$ cat config.mk
export PLATFORM = sky130hd
export DESIGN_NAME = sag_detect_and_event_irq
export DESIGN_NICKNAME = d
export VERILOG_FILES = /design/src/include/sag_event_pkg.sv /design/src/core/sag_detect_and_event_irq.sv /design/src/core/serial_port_slave.sv
export SDC_FILE = /design/constraint.sdc
export NUM_CORES = 1
export LEC_CHECK = 0
export ABC_AREA = 0
export BUFFER_PORTS_ARGS = -buffer_cell sky130_fd_sc_hd__buf_2
export CAP_MARGIN = 20
export CELL_PAD_IN_SITES_DETAIL_PLACEMENT = 1
export CELL_PAD_IN_SITES_GLOBAL_PLACEMENT = 1
export CORE_UTILIZATION = 47
export DETAILED_ROUTE_END_ITERATION = 8
export HOLD_SLACK_MARGIN = 0.1
export PLACE_DENSITY_LB_ADDON = 0.1
export SYNTH_ARGS = -nofsm -noshare
export SYNTH_HDL_FRONTEND = slang
export SYNTH_HIERARCHICAL = 1
export SYNTH_SLANG_ARGS = --single-unit
$ cat constraint.sdc
create_clock -name clk_sys -period 4.1 [get_ports clk_sys]
set_input_delay 0.205 -clock clk_sys [delete_from_list [all_inputs] [get_ports clk_sys]]
set_output_delay 0.205 -clock clk_sys [all_outputs]
set_load 0.02 [all_outputs]
$ cat src/include/sag_event_pkg.sv
// What this block does
// - dip pin low after N low half cycles
// - dip event sets the dip flag
// - dip flag with enable pulls irq low
// - dip pin released once signal reaches threshold
// - threshold compared with shifted magnitude byte
// - below when threshold exceeds byte; zero disables
// - undervoltage makes block inactive, no energy
// - dip pin low during reset
// - supply flag set at power-up and recovery
// - supply flag never raises an interrupt
// - flags set regardless of mask bits
// - irq low while any enabled flag set
// - status read at 05h returns and clears flags
// - irq high from command end to data end
// - events during status read kept, irq re-asserts
// - mode bit 5 starts temperature at crossing
// - temperature loaded 24 cycles after crossing
// - temperature done sets flag, irq if enabled
// - temperature is signed byte, zero near reference
// - timeout counter ticks every 128 cycles
// - crossing output follows voltage polarity changes
// - timeout expiry sets dip flag and pin
package sag_event_pkg;

   // ***************************************************
   // register map
   // ***************************************************
   localparam logic [5:0] ADDR_FLAGS = 6'h04;
   localparam logic [5:0] ADDR_FLAGS_RC = 6'h05;
   localparam logic [5:0] ADDR_MODE = 6'h06;
   localparam logic [5:0] ADDR_MASK = 6'h08;
   localparam logic [5:0] ADDR_ZXTO = 6'h0E;
   localparam logic [5:0] ADDR_TEMP = 6'h11;
   localparam logic [5:0] ADDR_DIPCYC = 6'h13;
   localparam logic [5:0] ADDR_DIPLVL = 6'h14;

   // ***************************************************
   // field positions
   // ***************************************************
   localparam int CMD_WRITE_BIT = 7;
   localparam int MODE_DIP_DIS = 3;
   localparam int MODE_TEMP = 5;
   localparam int FLAG_DIP = 1;
   localparam int FLAG_TEMP = 5;
   localparam int FLAG_SUPPLY = 6;
   // bit 6 of the mask has no enable behind it
   localparam logic [7:0] MASK_IMPL = 8'hBF;
   localparam logic [7:0] FLAG_SUPPLY_M = 8'h40;

   // ***************************************************
   // reset values
   // ***************************************************
   localparam logic [7:0] FLAGS_RST = 8'h40;
   localparam logic [7:0] MODE_RST = 8'h00;
   localparam logic [7:0] MASK_RST = 8'h00;
   localparam logic [7:0] DIPLVL_RST = 8'h00;
   localparam logic [7:0] DIPCYC_RST = 8'hFF;
   localparam logic [11:0] ZXTO_RST = 12'hFFF;
   localparam logic [7:0] TEMP_RST = 8'h00;

   // ***************************************************
   // sample format and timing
   // ***************************************************
   localparam int SAMPLE_W = 20;
   // low bit of the top byte of magnitude shifted left once
   localparam int MAG_LSB = 11;
   localparam int ZXTO_TICK_CYC = 128;
   localparam logic [6:0] ZXTO_TICK_LAST = 7'(ZXTO_TICK_CYC - 1);
   localparam int TEMP_DELAY_CYC = 24;
   localparam logic [4:0] TEMP_LOAD_CNT = 5'(TEMP_DELAY_CYC - 2);

   typedef enum logic {PH_CMD, PH_DATA} port_phase_t;
   typedef enum logic {T_IDLE, T_CONV} temp_state_t;

   // registers that need two data bytes on the serial port
   function automatic logic wide_reg(input logic [5:0] a);
      return a == ADDR_ZXTO;
   endfunction : wide_reg

endpackage : sag_event_pkg

$ cat src/core/sag_detect_and_event_irq.sv
`timescale 1ns/1ns
module sag_detect_and_event_irq
   import sag_event_pkg::*;
(
   // system
   input wire logic clk_sys,
   input wire logic srst,
   // serial port
   input wire logic sclk,
   input wire logic csN,
   input wire logic din,
   output logic dout,
   output logic doutEn,
   // event pins
   output logic irqN,
   output logic dipAlarmN,
   output logic zeroCross,
   // analog front end
   input wire logic sampleValid,
   input wire logic [19:0] lpfSample,
   input wire logic supplyLow,
   input wire logic [7:0] tempCode,
   output logic tempSelect,
   output logic energyEnable
);

   // serial port side
   logic cmdDone, cmdRead, wrStrobe, xferDone, statusCmd;
   logic [5:0] cmdAddr;
   logic [15:0] rdData, wrData;
   // registers
   logic [7:0] flags, mode, mask, dipThreshold, dipHalfcycles, temp;
   logic [11:0] zxTimeout;
   // supply, crossing and dip state
   logic [1:0] supS;
   logic supPrev, active, recover, sv, pos, sgnPrev, zxPulse;
   logic [19:0] absS;
   logic [7:0] magByte, hcCnt;
   logic below, aboveNow, peakHi, dipEvent, alarm, alarmTo;
   // timeout, temperature and interrupt
   logic [6:0] div;
   logic [11:0] zxCnt;
   logic tick, toHit, tempLaunch, tempDone, pend, irqHold;
   temp_state_t tSt;
   logic [4:0] tCnt;
   logic [7:0] evts;

   // ***************************************************
   // serial port
   // ***************************************************
   serial_port_slave u_port (
      .clk_sys(clk_sys),
      .srst(srst),
      .sclk(sclk),
      .csN(csN),
      .din(din),
      .dout(dout),
      .doutEn(doutEn),
      .cmdDone(cmdDone),
      .cmdRead(cmdRead),
      .cmdAddr(cmdAddr),
      .rdData(rdData),
      .wrStrobe(wrStrobe),
      .wrData(wrData),
      .xferDone(xferDone)
   );

   // read mux; the slave captures it in the command-end cycle
   always_comb begin
      rdData = 16'h0000;
      case (cmdAddr)
         ADDR_FLAGS, ADDR_FLAGS_RC: rdData = {8'h00, flags};
         ADDR_MODE: rdData = {8'h00, mode};
         ADDR_MASK: rdData = {8'h00, mask};
         ADDR_ZXTO: rdData = {4'h0, zxTimeout};
         ADDR_TEMP: rdData = {8'h00, temp};
         ADDR_DIPCYC: rdData = {8'h00, dipHalfcycles};
         ADDR_DIPLVL: rdData = {8'h00, dipThreshold};
         default: rdData = 16'h0000;
      endcase
   end

   assign statusCmd = cmdDone && cmdRead && cmdAddr == ADDR_FLAGS_RC;

   // ***************************************************
   // software settings
   // ***************************************************
   // a mode write in the launch cycle wins over the self clear;
   // writes to other registers must not keep the start bit alive
   always_ff @(posedge clk_sys) begin
      if (srst) begin
         mode <= MODE_RST;
         mask <= MASK_RST;
         dipThreshold <= DIPLVL_RST;
         dipHalfcycles <= DIPCYC_RST;
         zxTimeout <= ZXTO_RST;
      end else begin
         if (tempLaunch) begin
            mode[MODE_TEMP] <= 1'b0;
         end
         if (wrStrobe) begin
            case (cmdAddr)
               ADDR_MODE: mode <= wrData[7:0];
               ADDR_MASK: mask <= wrData[7:0] & MASK_IMPL;
               ADDR_ZXTO: zxTimeout <= wrData[11:0];
               ADDR_DIPCYC: dipHalfcycles <= wrData[7:0];
               ADDR_DIPLVL: dipThreshold <= wrData[7:0];
               default: mask <= mask;
            endcase
         end
      end
   end

   // ***************************************************
   // supply monitor
   // ***************************************************
   // comparator is asynchronous to clk_sys, so two flops first
   always_ff @(posedge clk_sys) begin
      if (srst) begin
         supS <= 2'h0;
         supPrev <= 1'b0;
         energyEnable <= 1'b0;
      end else begin
         supS <= {supS[0], supplyLow};
         supPrev <= supS[1];
         energyEnable <= !supS[1];
      end
   end

   assign active = !supS[1];
   assign recover = supPrev && !supS[1];

   // ***************************************************
   // zero crossing and magnitude
   // ***************************************************
   assign sv = sampleValid && active;
   assign pos = !lpfSample[SAMPLE_W-1];
   assign zxPulse = sv && (pos != sgnPrev);
   assign absS = lpfSample[SAMPLE_W-1] ? (~lpfSample + 20'h00001)
                                       : lpfSample;
   assign magByte = absS[MAG_LSB+7:MAG_LSB];
   assign below = dipThreshold > magByte;
   assign aboveNow = sv && !below;

   // output follows the sign of each new sample taken while the supply is good
   always_ff @(posedge clk_sys) begin
      if (srst) begin
         sgnPrev <= 1'b0;
         zeroCross <= 1'b0;
      end else if (zxPulse) begin
         sgnPrev <= pos;
         zeroCross <= pos;
      end
   end

   // ***************************************************
   // dip detection
   // ***************************************************
   // counts only half cycles whose whole span stayed low
   assign dipEvent = zxPulse && !peakHi && below
      && dipHalfcycles != 8'h00
      && (9'(hcCnt) + 9'h001) == 9'(dipHalfcycles);

   always_ff @(posedge clk_sys) begin
      if (srst) begin
         hcCnt <= 8'h00;
         peakHi <= 1'b0;
      end else if (zxPulse) begin
         peakHi <= 1'b0;
         if (peakHi || !below) begin
            hcCnt <= 8'h00;
         end else if (hcCnt != 8'hFF) begin
            hcCnt <= hcCnt + 8'h01;
         end
      end else if (aboveNow) begin
         peakHi <= 1'b1;
         hcCnt <= 8'h00;
      end
   end

   // alarm state; a timeout alarm also ends at the next crossing
   always_ff @(posedge clk_sys) begin
      if (srst) begin
         alarm <= 1'b0;
         alarmTo <= 1'b0;
      end else if (dipEvent || toHit) begin
         alarm <= 1'b1;
         alarmTo <= toHit;
      end else if (aboveNow || (zxPulse && alarmTo)) begin
         alarm <= 1'b0;
         alarmTo <= 1'b0;
      end
   end

   // pin held low in reset so the host can watch power state
   always_ff @(posedge clk_sys) begin
      if (srst) begin
         dipAlarmN <= 1'b0;
      end else begin
         dipAlarmN <= !(alarm && !mode[MODE_DIP_DIS]);
      end
   end

   // ***************************************************
   // zero crossing timeout
   // ***************************************************
   assign tick = active && div == ZXTO_TICK_LAST;
   assign toHit = tick && !zxPulse && zxCnt == 12'h001;

   always_ff @(posedge clk_sys) begin
      if (srst) begin
         div <= 7'h00;
         zxCnt <= ZXTO_RST;
      end else begin
         div <= div + 7'h01;
         if (zxPulse) begin
            zxCnt <= zxTimeout;
         end else if (tick && zxCnt != 12'h000) begin
            zxCnt <= zxCnt - 12'h001;
         end
      end
   end

   // ***************************************************
   // temperature measurement
   // ***************************************************
   assign tempLaunch = zxPulse && mode[MODE_TEMP] && tSt == T_IDLE;

   // converter input is borrowed only for the conversion window
   always_ff @(posedge clk_sys) begin
      if (srst) begin
         tSt <= T_IDLE;
         tCnt <= 5'h00;
         tempSelect <= 1'b0;
         temp <= TEMP_RST;
         tempDone <= 1'b0;
      end else begin
         tempDone <= 1'b0;
         case (tSt)
            T_IDLE: if (tempLaunch) begin
               tSt <= T_CONV;
               tCnt <= TEMP_LOAD_CNT;
               tempSelect <= 1'b1;
            end
            T_CONV: if (tCnt == 5'h00) begin
               tSt <= T_IDLE;
               tempSelect <= 1'b0;
               temp <= tempCode;
               tempDone <= 1'b1;
            end else begin
               tCnt <= tCnt - 5'h01;
            end
            default: tSt <= T_IDLE;
         endcase
      end
   end

   // ***************************************************
   // event flags and interrupt
   // ***************************************************
   always_comb begin
      evts = 8'h00;
      evts[FLAG_DIP] = dipEvent || toHit;
      evts[FLAG_TEMP] = tempDone;
      evts[FLAG_SUPPLY] = recover;
   end

   // only bits captured by the read are cleared; new events win
   always_ff @(posedge clk_sys) begin
      if (srst) begin
         flags <= FLAGS_RST;
      end else if (statusCmd) begin
         flags <= evts;
      end else begin
         flags <= flags | evts;
      end
   end

   assign pend = |(flags & mask & MASK_IMPL);

   always_ff @(posedge clk_sys) begin
      if (srst) begin
         irqHold <= 1'b0;
      end else if (statusCmd) begin
         irqHold <= 1'b1;
      end else if (xferDone) begin
         irqHold <= 1'b0;
      end
   end

   // host sees a fresh falling edge for events during the read
   always_ff @(posedge clk_sys) begin
      if (srst) begin
         irqN <= 1'b1;
      end else if (statusCmd || (irqHold && !xferDone)) begin
         irqN <= 1'b1;
      end else begin
         irqN <= !pend;
      end
   end

   // ***************************************************
   // checks
   // ***************************************************
   hold_start_a: assert property (@(posedge clk_sys) disable iff (srst)
      statusCmd |=> irqN && irqHold)
      else $error("irq not released by status read");

   hold_keep_a: assert property (@(posedge clk_sys) disable iff (srst)
      irqHold && !xferDone |=> irqN)
      else $error("irq low during status data");

   irq_pend_a: assert property (@(posedge clk_sys) disable iff (srst)
      !irqHold && !statusCmd && pend |=> !irqN)
      else $error("enabled flag without irq");

   supply_quiet_a: assert property (@(posedge clk_sys) disable iff (srst)
      (flags & ~FLAG_SUPPLY_M) == 8'h00 |=> irqN)
      else $error("supply flag raised irq");

   temp_load_a: assert property (@(posedge clk_sys) disable iff (srst)
      tempLaunch |-> ##24 tempDone ##1 flags[FLAG_TEMP])
      else $error("temperature load late or early");

   temp_clear_a: assert property (@(posedge clk_sys) disable iff (srst)
      tempLaunch && !(wrStrobe && cmdAddr == ADDR_MODE)
      |=> !mode[MODE_TEMP])
      else $error("temperature start bit stuck");

   reset_pin_a: assert property (@(posedge clk_sys)
      srst |=> !dipAlarmN)
      else $error("dip pin high in reset");

   dip_flag_a: assert property (@(posedge clk_sys) disable iff (srst)
      dipEvent || toHit |=> flags[FLAG_DIP])
      else $error("dip flag not set");

   dip_pin_a: assert property (@(posedge clk_sys) disable iff (srst)
      dipEvent && !mode[MODE_DIP_DIS] && !wrStrobe
      |=> ##1 !dipAlarmN)
      else $error("dip pin not asserted");

   dip_release_a: assert property (@(posedge clk_sys) disable iff (srst)
      aboveNow && !toHit && !dipEvent |=> ##1 dipAlarmN)
      else $error("dip pin not released");

   supply_flag_a: assert property (@(posedge clk_sys) disable iff (srst)
      recover |=> flags[FLAG_SUPPLY])
      else $error("recovery not flagged");

   reload_a: assert property (@(posedge clk_sys) disable iff (srst)
      zxPulse |=> zxCnt == $past(zxTimeout))
      else $error("timeout not reloaded");

endmodule : sag_detect_and_event_irq

$ cat src/core/serial_port_slave.sv
`timescale 1ns/1ns
module serial_port_slave
   import sag_event_pkg::*;
(
   // system
   input wire logic clk_sys,
   input wire logic srst,
   // serial pins
   input wire logic sclk,
   input wire logic csN,
   input wire logic din,
   output logic dout,
   output logic doutEn,
   // register side
   output logic cmdDone,
   output logic cmdRead,
   output logic [5:0] cmdAddr,
   input wire logic [15:0] rdData,
   output logic wrStrobe,
   output logic [15:0] wrData,
   output logic xferDone
);

   logic [1:0] sclkS;
   logic [1:0] csS;
   logic [1:0] dinS;
   logic sclkQ;
   logic sclkFall;
   logic sclkRise;
   logic [4:0] bitCnt;
   logic [15:0] shIn;
   logic [15:0] shOut;
   logic [4:0] lastBit;
   port_phase_t phase;

   // ***************************************************
   // pin synchronisers
   // ***************************************************
   // two flops per pin; edges are found on the second flop only
   always_ff @(posedge clk_sys) begin
      if (srst) begin
         sclkS <= 2'h3;
         csS <= 2'h3;
         dinS <= 2'h0;
         sclkQ <= 1'b1;
      end else begin
         sclkS <= {sclkS[0], sclk};
         csS <= {csS[0], csN};
         dinS <= {dinS[0], din};
         sclkQ <= sclkS[1];
      end
   end

   assign sclkFall = sclkQ && !sclkS[1];
   assign sclkRise = !sclkQ && sclkS[1];
   assign lastBit = wide_reg(cmdAddr) ? 5'h0F : 5'h07;

   // ***************************************************
   // bit framing: input sampled on falling clock edges
   // ***************************************************
   always_ff @(posedge clk_sys) begin
      if (srst || csS[1]) begin
         phase <= PH_CMD;
         bitCnt <= 5'h00;
         cmdDone <= 1'b0;
         wrStrobe <= 1'b0;
         xferDone <= 1'b0;
         shIn <= 16'h0000;
         if (srst) begin
            cmdRead <= 1'b0;
            cmdAddr <= 6'h00;
            wrData <= 16'h0000;
         end
      end else begin
         cmdDone <= 1'b0;
         wrStrobe <= 1'b0;
         xferDone <= 1'b0;
         if (sclkFall) begin
            shIn <= {shIn[14:0], dinS[1]};
            bitCnt <= bitCnt + 5'h01;
            case (phase)
               PH_CMD: if (bitCnt == 5'h07) begin
                  // command byte ends on its eighth falling edge
                  phase <= PH_DATA;
                  bitCnt <= 5'h00;
                  cmdRead <= !shIn[CMD_WRITE_BIT-1];
                  cmdAddr <= {shIn[4:0], dinS[1]};
                  cmdDone <= 1'b1;
               end
               PH_DATA: if (bitCnt == lastBit) begin
                  phase <= PH_CMD;
                  bitCnt <= 5'h00;
                  xferDone <= 1'b1;
                  wrStrobe <= !cmdRead;
                  wrData <= {shIn[14:0], dinS[1]};
               end
               default: phase <= PH_CMD;
            endcase
         end
      end
   end

   // ***************************************************
   // read data: loaded at command end, moved on rising edges
   // ***************************************************
   always_ff @(posedge clk_sys) begin
      if (srst) begin
         shOut <= 16'h0000;
         dout <= 1'b0;
         doutEn <= 1'b0;
      end else begin
         doutEn <= !csS[1] && phase == PH_DATA && cmdRead;
         if (cmdDone) begin
            // single bytes are left aligned so the msb goes first
            shOut <= wide_reg(cmdAddr) ? rdData : {rdData[7:0], 8'h00};
         end else if (sclkRise && phase == PH_DATA && cmdRead) begin
            dout <= shOut[15];
            shOut <= {shOut[14:0], 1'b0};
         end
      end
   end

   cmd_pulse_a: assert property (@(posedge clk_sys) disable iff (srst)
      cmdDone |=> !cmdDone) else $error("command strobe too long");

endmodule : serial_port_slave

Word level (Yosys, flattened, before mapping)
Index checks and enable logic that the tools add are counted.
- $add $sub $neg: 7
- magnitude comparators: 1
- divide/modulo/power cells: 0
- bitwise logic cells: 8
- $mul: 0
- equality and inequality tests: 21
- multiplexer cells: 53
- shift-type cells: 0
- reductions and logical operators: 77
- operator list (cell ; count):
    12-bit 2-to-1 mux ; 7
    12-bit case mux with 7 select lines ; 1
    16-bit 2-to-1 mux ; 3
    6-bit 2-to-1 mux ; 7
    8-bit 2-to-1 mux ; 4
    1-bit logical AND ; 25
    5-bit 2-to-1 mux ; 4
    5-bit case mux with 2 select lines ; 2
    2-bit AND reduction ; 10
    19-bit by 1-bit adder with 19-bit output (second input constant) ; 1
    1-bit 2-to-1 mux ; 19
    19-bit 2-to-1 mux ; 1
    19-bit inverter ; 1
    6-bit by 3-bit == test with 1-bit output (second input constant) ; 3
    6-bit by 5-bit == test with 1-bit output (second input constant) ; 3
    2-bit nonzero test ; 9
    1-bit logical NOT ; 14
    12-bit by 1-bit == test with 1-bit output (second input constant) ; 1
    6-bit by 4-bit == test with 1-bit output (second input constant) ; 2
    12-bit nonzero test ; 1
    12-bit by 1-bit subtractor with 12-bit output (second input constant) ; 1
    2-bit OR reduction ; 5
    8-bit by 1-bit adder with 9-bit output (second input constant) ; 1
    9-bit by 8-bit == test with 1-bit output ; 1
    other kinds (26) ; 41
- output and inout port bits: 7
- bits in writable memories: 0
- bits in registers: 169
- bits in read-only memories: 0
- memories: 0
- logic and storage cells: 209
- bits in latches: 0

Depth between registers and ports, before layout
- depth in word-level cells: 10
- depth in mapped cells: 14

Modules after synthesis
The synthesis kept the hierarchy.
- modules (own cells, without submodules) (module ; instances ; area each (µm²) ; cells each):
    sag_detect_and_event_irq ; 1 ; 5067.4 ; 611
    serial_port_slave ; 1 ; 2934.1 ; 275

Worst setup path before layout
No wires, ideal clock.
- kind: in2reg
- start point: in lpfSample[10]
- end point: reg hcCnt[4]
- path buffers: 1
- setup slack: 1087 ps
- arrival time: 2921 ps
- data required time: 4008 ps
- stages on the path: 14
- cells stage by stage: nor4_1 -> nand3_1 -> o31ai_1 -> nand2_1 -> a21oi_1 -> xor2_1 -> ha_1 -> nand4_1 -> nor2_1 -> a211oi_1 -> or3_1 -> clkbuf_1 -> a22oi_1 -> o32ai_1
- word-level cells in the longest chain between the ends: 8
- elaborated cells between the ends (all ways): 12
- those cells by class: add/sub: 1; order compare: 1; eq/ne: 1; mux: 3; bitwise: 1; reduce/logical: 5
- RTL lines (what ; line ; source):
    start: declaration ; sag_detect_and_event_irq.sv:20 ; input wire logic [19:0] lpfSample,
    19-bit inverter * ; sag_detect_and_event_irq.sv:139 ; assign absS = lpfSample[SAMPLE_W-1] ? (~lpfSample + 20'h00001)
    19-bit by 1-bit adder with 19-bit output * ; sag_detect_and_event_irq.sv:139 ;
    19-bit 2-to-1 mux * ; sag_detect_and_event_irq.sv:139 ;
    8-bit > comparator * ; sag_detect_and_event_irq.sv:142 ; assign below = dipThreshold > magByte;
    1-bit logical NOT * ; sag_detect_and_event_irq.sv:143, sag_detect_and_event_irq.sv:170 ;
    1-bit logical OR / 1-bit logical AND (equally long branches) ; sag_detect_and_event_irq.sv:170, sag_detect_and_event_irq.sv:143 ;
    3-bit by 1-bit != test with 1-bit output (no source line) (tied with other cells) ; n/a ;
    2-bit AND reduction (no source line) / 8-bit 2-to-1 mux (equally long branches) ; n/a ;
    end signal: assignment ; sag_detect_and_event_irq.sv:173 ; hcCnt <= hcCnt + 8'h01;
    end: declaration ; sag_detect_and_event_irq.sv:38 ; logic [7:0] magByte, hcCnt;
Mark *: on every way between the ends. The rest lies on a longest branch, timed or not.
A chain may end at the register's enable or synchronous reset.

Worst setup path after layout
- start point: in lpfSample[10]
- end point: reg hcCnt[2]
The elaborated chain is that of the path after synthesis.

==> results.toml <==
[global_route]
grt_pass1_vias = 6408
grt_pass1_wl_mm = 33.6
antenna_found_initial = 0
overflow = 0
grt_max_degree = 74
track_usage_pct = 26.0

[routing]
drtAntennaViolNets = 0
drtIter0Drc = 363
wl_per_cell_um = 18.5
vias_per_cell = 5.66
vias = 6355
drt_wl_total_mm = 20.8
first_pass_iters = 4
drc = 0

[pwr]
peakVddDrop_mv = 0.307
p_per_area_nw_per_um2 = 385
leakage_nw = 3.21
finalPower_mw = 3.37

[floorplan]
row_count = 46
core_area_sq_um = 15900
start_util_pct = 48.5
die_w_um = 130
chipHeight_um = 130
io_pins = 42
design.die.area_sq_um = 17000

[yosys]
ys.warnings.count = 6
syn-instance-count = 862
synth_area_per_cell_sq_um = 8.96
synthesis.area_sq_um = 7730

[cts]
numCtsBuffers = 17
clk_pin_slew_ns = 0.06
max-clock-path-buffers = 2
worstSkewPairLatency_ns = 0.44
root_buffer = "clkbuf_16"
clock_sinks = 164
cts_tree = "built"
htree_levels = 4

[critical_path]
reg2regPathDepth = 5
crit_chain = "buf_2 -> nor4_1 -> nand3_1 -> o31ai_1 -> nand2_1 -> a21oi_1 -> xor2_1 -> ha_1 -> nand4_1 -> nor2_1 -> a211oi_1 -> buf_4 -> or3_1 -> a22oi_1 -> o32ai_1"
crit_required_ns = 4.42
crit_type = "primary input to flip-flop"
critPathMaxStageDelay_ns = 0.55
crit_arrival_ns = 3.65
crit_slowest_cell = "o31ai_1"
r2r_end = "dipHalfcycles[5]"
reg2reg_slack_ns = 1.26
start_kind = "primary input"
r2r-start = "u_port/cmdAddr[3]"
cp-end-kind = "flip-flop"
cp_max_fo = 11

[hold_path]
min_from = "lpfSample[19]"
hold_path.class = "primary input to flip-flop"
hold-path-endpoint = "sgnPrev"
hold_path_depth = 2

[timing]
worstMarginPinSlew_ns = 0.999
min_period_over_period_pct = 81.1
fin_ws_ns = 0.775
rsz0062_at_grt = "no"
hold_viol = 0
finalSetupTns_ns = 0
finalCriticalPeriod_ns = 3.33
setup_viol = 0
slew_headroom_pct = 33.1
timing.fmax_ghz = 0.301
worst_clock_skew_ns = 0.0156
slew_violations = 0

[cells_and_area]
syn_to_final_growth_pct = 13.2
nets = 943
layout-drive-gt1-share_pct = 13.7
diodes = 0

[place]
globalplace.congestion = 0.857
place_ws_ns = 0.377
dp_hpwl_mm = 14.4
io_buffers = 41

[status]
status = "complete, no violations"

[flow_run]
maxCapViolCount = 0
-- final cells by class --
type	instances	area, sq um
Clock buffer	17	425
Clock inverter	15	145
Fill cell	1866	7190
Inverter	19	71.3
Multi-Input combinational cell	628	3960
Sequential cell	164	3470
Tap cell	216	270
Timing Repair Buffer	63	403
-- registers in the layout (all words and copies together), names as in the netlist, 3 cells and up --
signal / cells
u_port/shOut: 16
u_port/wrData: 12
zxCnt: 12
zxTimeout: 12
u_port/shIn: 11
dipHalfcycles: 8
dipThreshold: 8
hcCnt: 8
mode: 8
temp: 8
div: 7
mask: 7
u_port/cmdAddr: 6
tCnt: 5
u_port/bitCnt: 5
flags: 3
-- what timing repair did --
item | 4_1_cts | 5_1_grt
hold endpoints to repair | 12 | 0
setup buffers | 0 | 0
gates resized for setup | 0 | 0
setup endpoints to repair | 0 | 0
hold buffers | 12 | 0
-- cell usage in the layout, fill, tap and decap left out, types with 17 or more instances in the layout --
| master | instances |
|---|---|
| dfxtp_1 | 145 |
| nand2_1 | 107 |
| a21oi_1 | 77 |
| nor2_1 | 54 |
| nand3_1 | 49 |
| buf_2 | 40 |
| mux2i_1 | 29 |
| o21ai_0 | 26 |
| xnor2_1 | 20 |
| inv_1 | 19 |
| edfxtp_1 | 19 |
| xor2_1 | 18 |
| nor2b_1 | 17 |
| clkbuf_16 | 17 |
-- how the worst max path moves through the flow --
stage | depth (start not counted) | to | start
floorplan | 14 | hcCnt[4] | lpfSample[10]
global placement | 15 | hcCnt[0] | lpfSample[2]
detailed placement | 15 | hcCnt[0] | lpfSample[10]
CTS | 15 | hcCnt[2] | lpfSample[10]
global route | 15 | hcCnt[5] | lpfSample[10]
finish | 15 | hcCnt[2] | lpfSample[10]
-- worst max-delay path, delay by kind of cell --
family | cells | cell delay (ns)
buffers and inverters | 2 | 0.29
XOR/XNOR | 1 | 0.18
AND/OR/NAND/NOR | 6 | 1.18
adder cells (fa/ha/maj) | 1 | 0.27
AO/OA/AOI/OAI | 5 | 1.53
-- power by group --
group          switching, mW  internal, mW  total (mW)
sequential            0.0217          1.64        1.66
combinational         0.0939        0.0636       0.157
clock                  0.704         0.848        1.55
-- stage by stage --
stage,util [%],std cells,hold WS (ns),cell area [sq um]
after floorplan,-,865,0.309,7740
after global placement,50.5,1078,0.387,8060
after detailed placement,50.5,1078,0.394,8060
after CTS,54.9,1122,0.113,8750
after global routing,54.9,1122,0.153,8750
final,54.9,1122,0.121,8750
-- routing by layer --
layer | global-route usage, % | part of all wire, % | vias up
li1 | - | - | 3115
met5 | 0 | 0 | -
met4 | 8.82 | 2.1 | 0
met2 | 43.2 | 48 | 112
met3 | 4.76 | 3.7 | 27
met1 | 34.0 | 47 | 3101
Note: power is estimated with default switching activity, not from simulation.
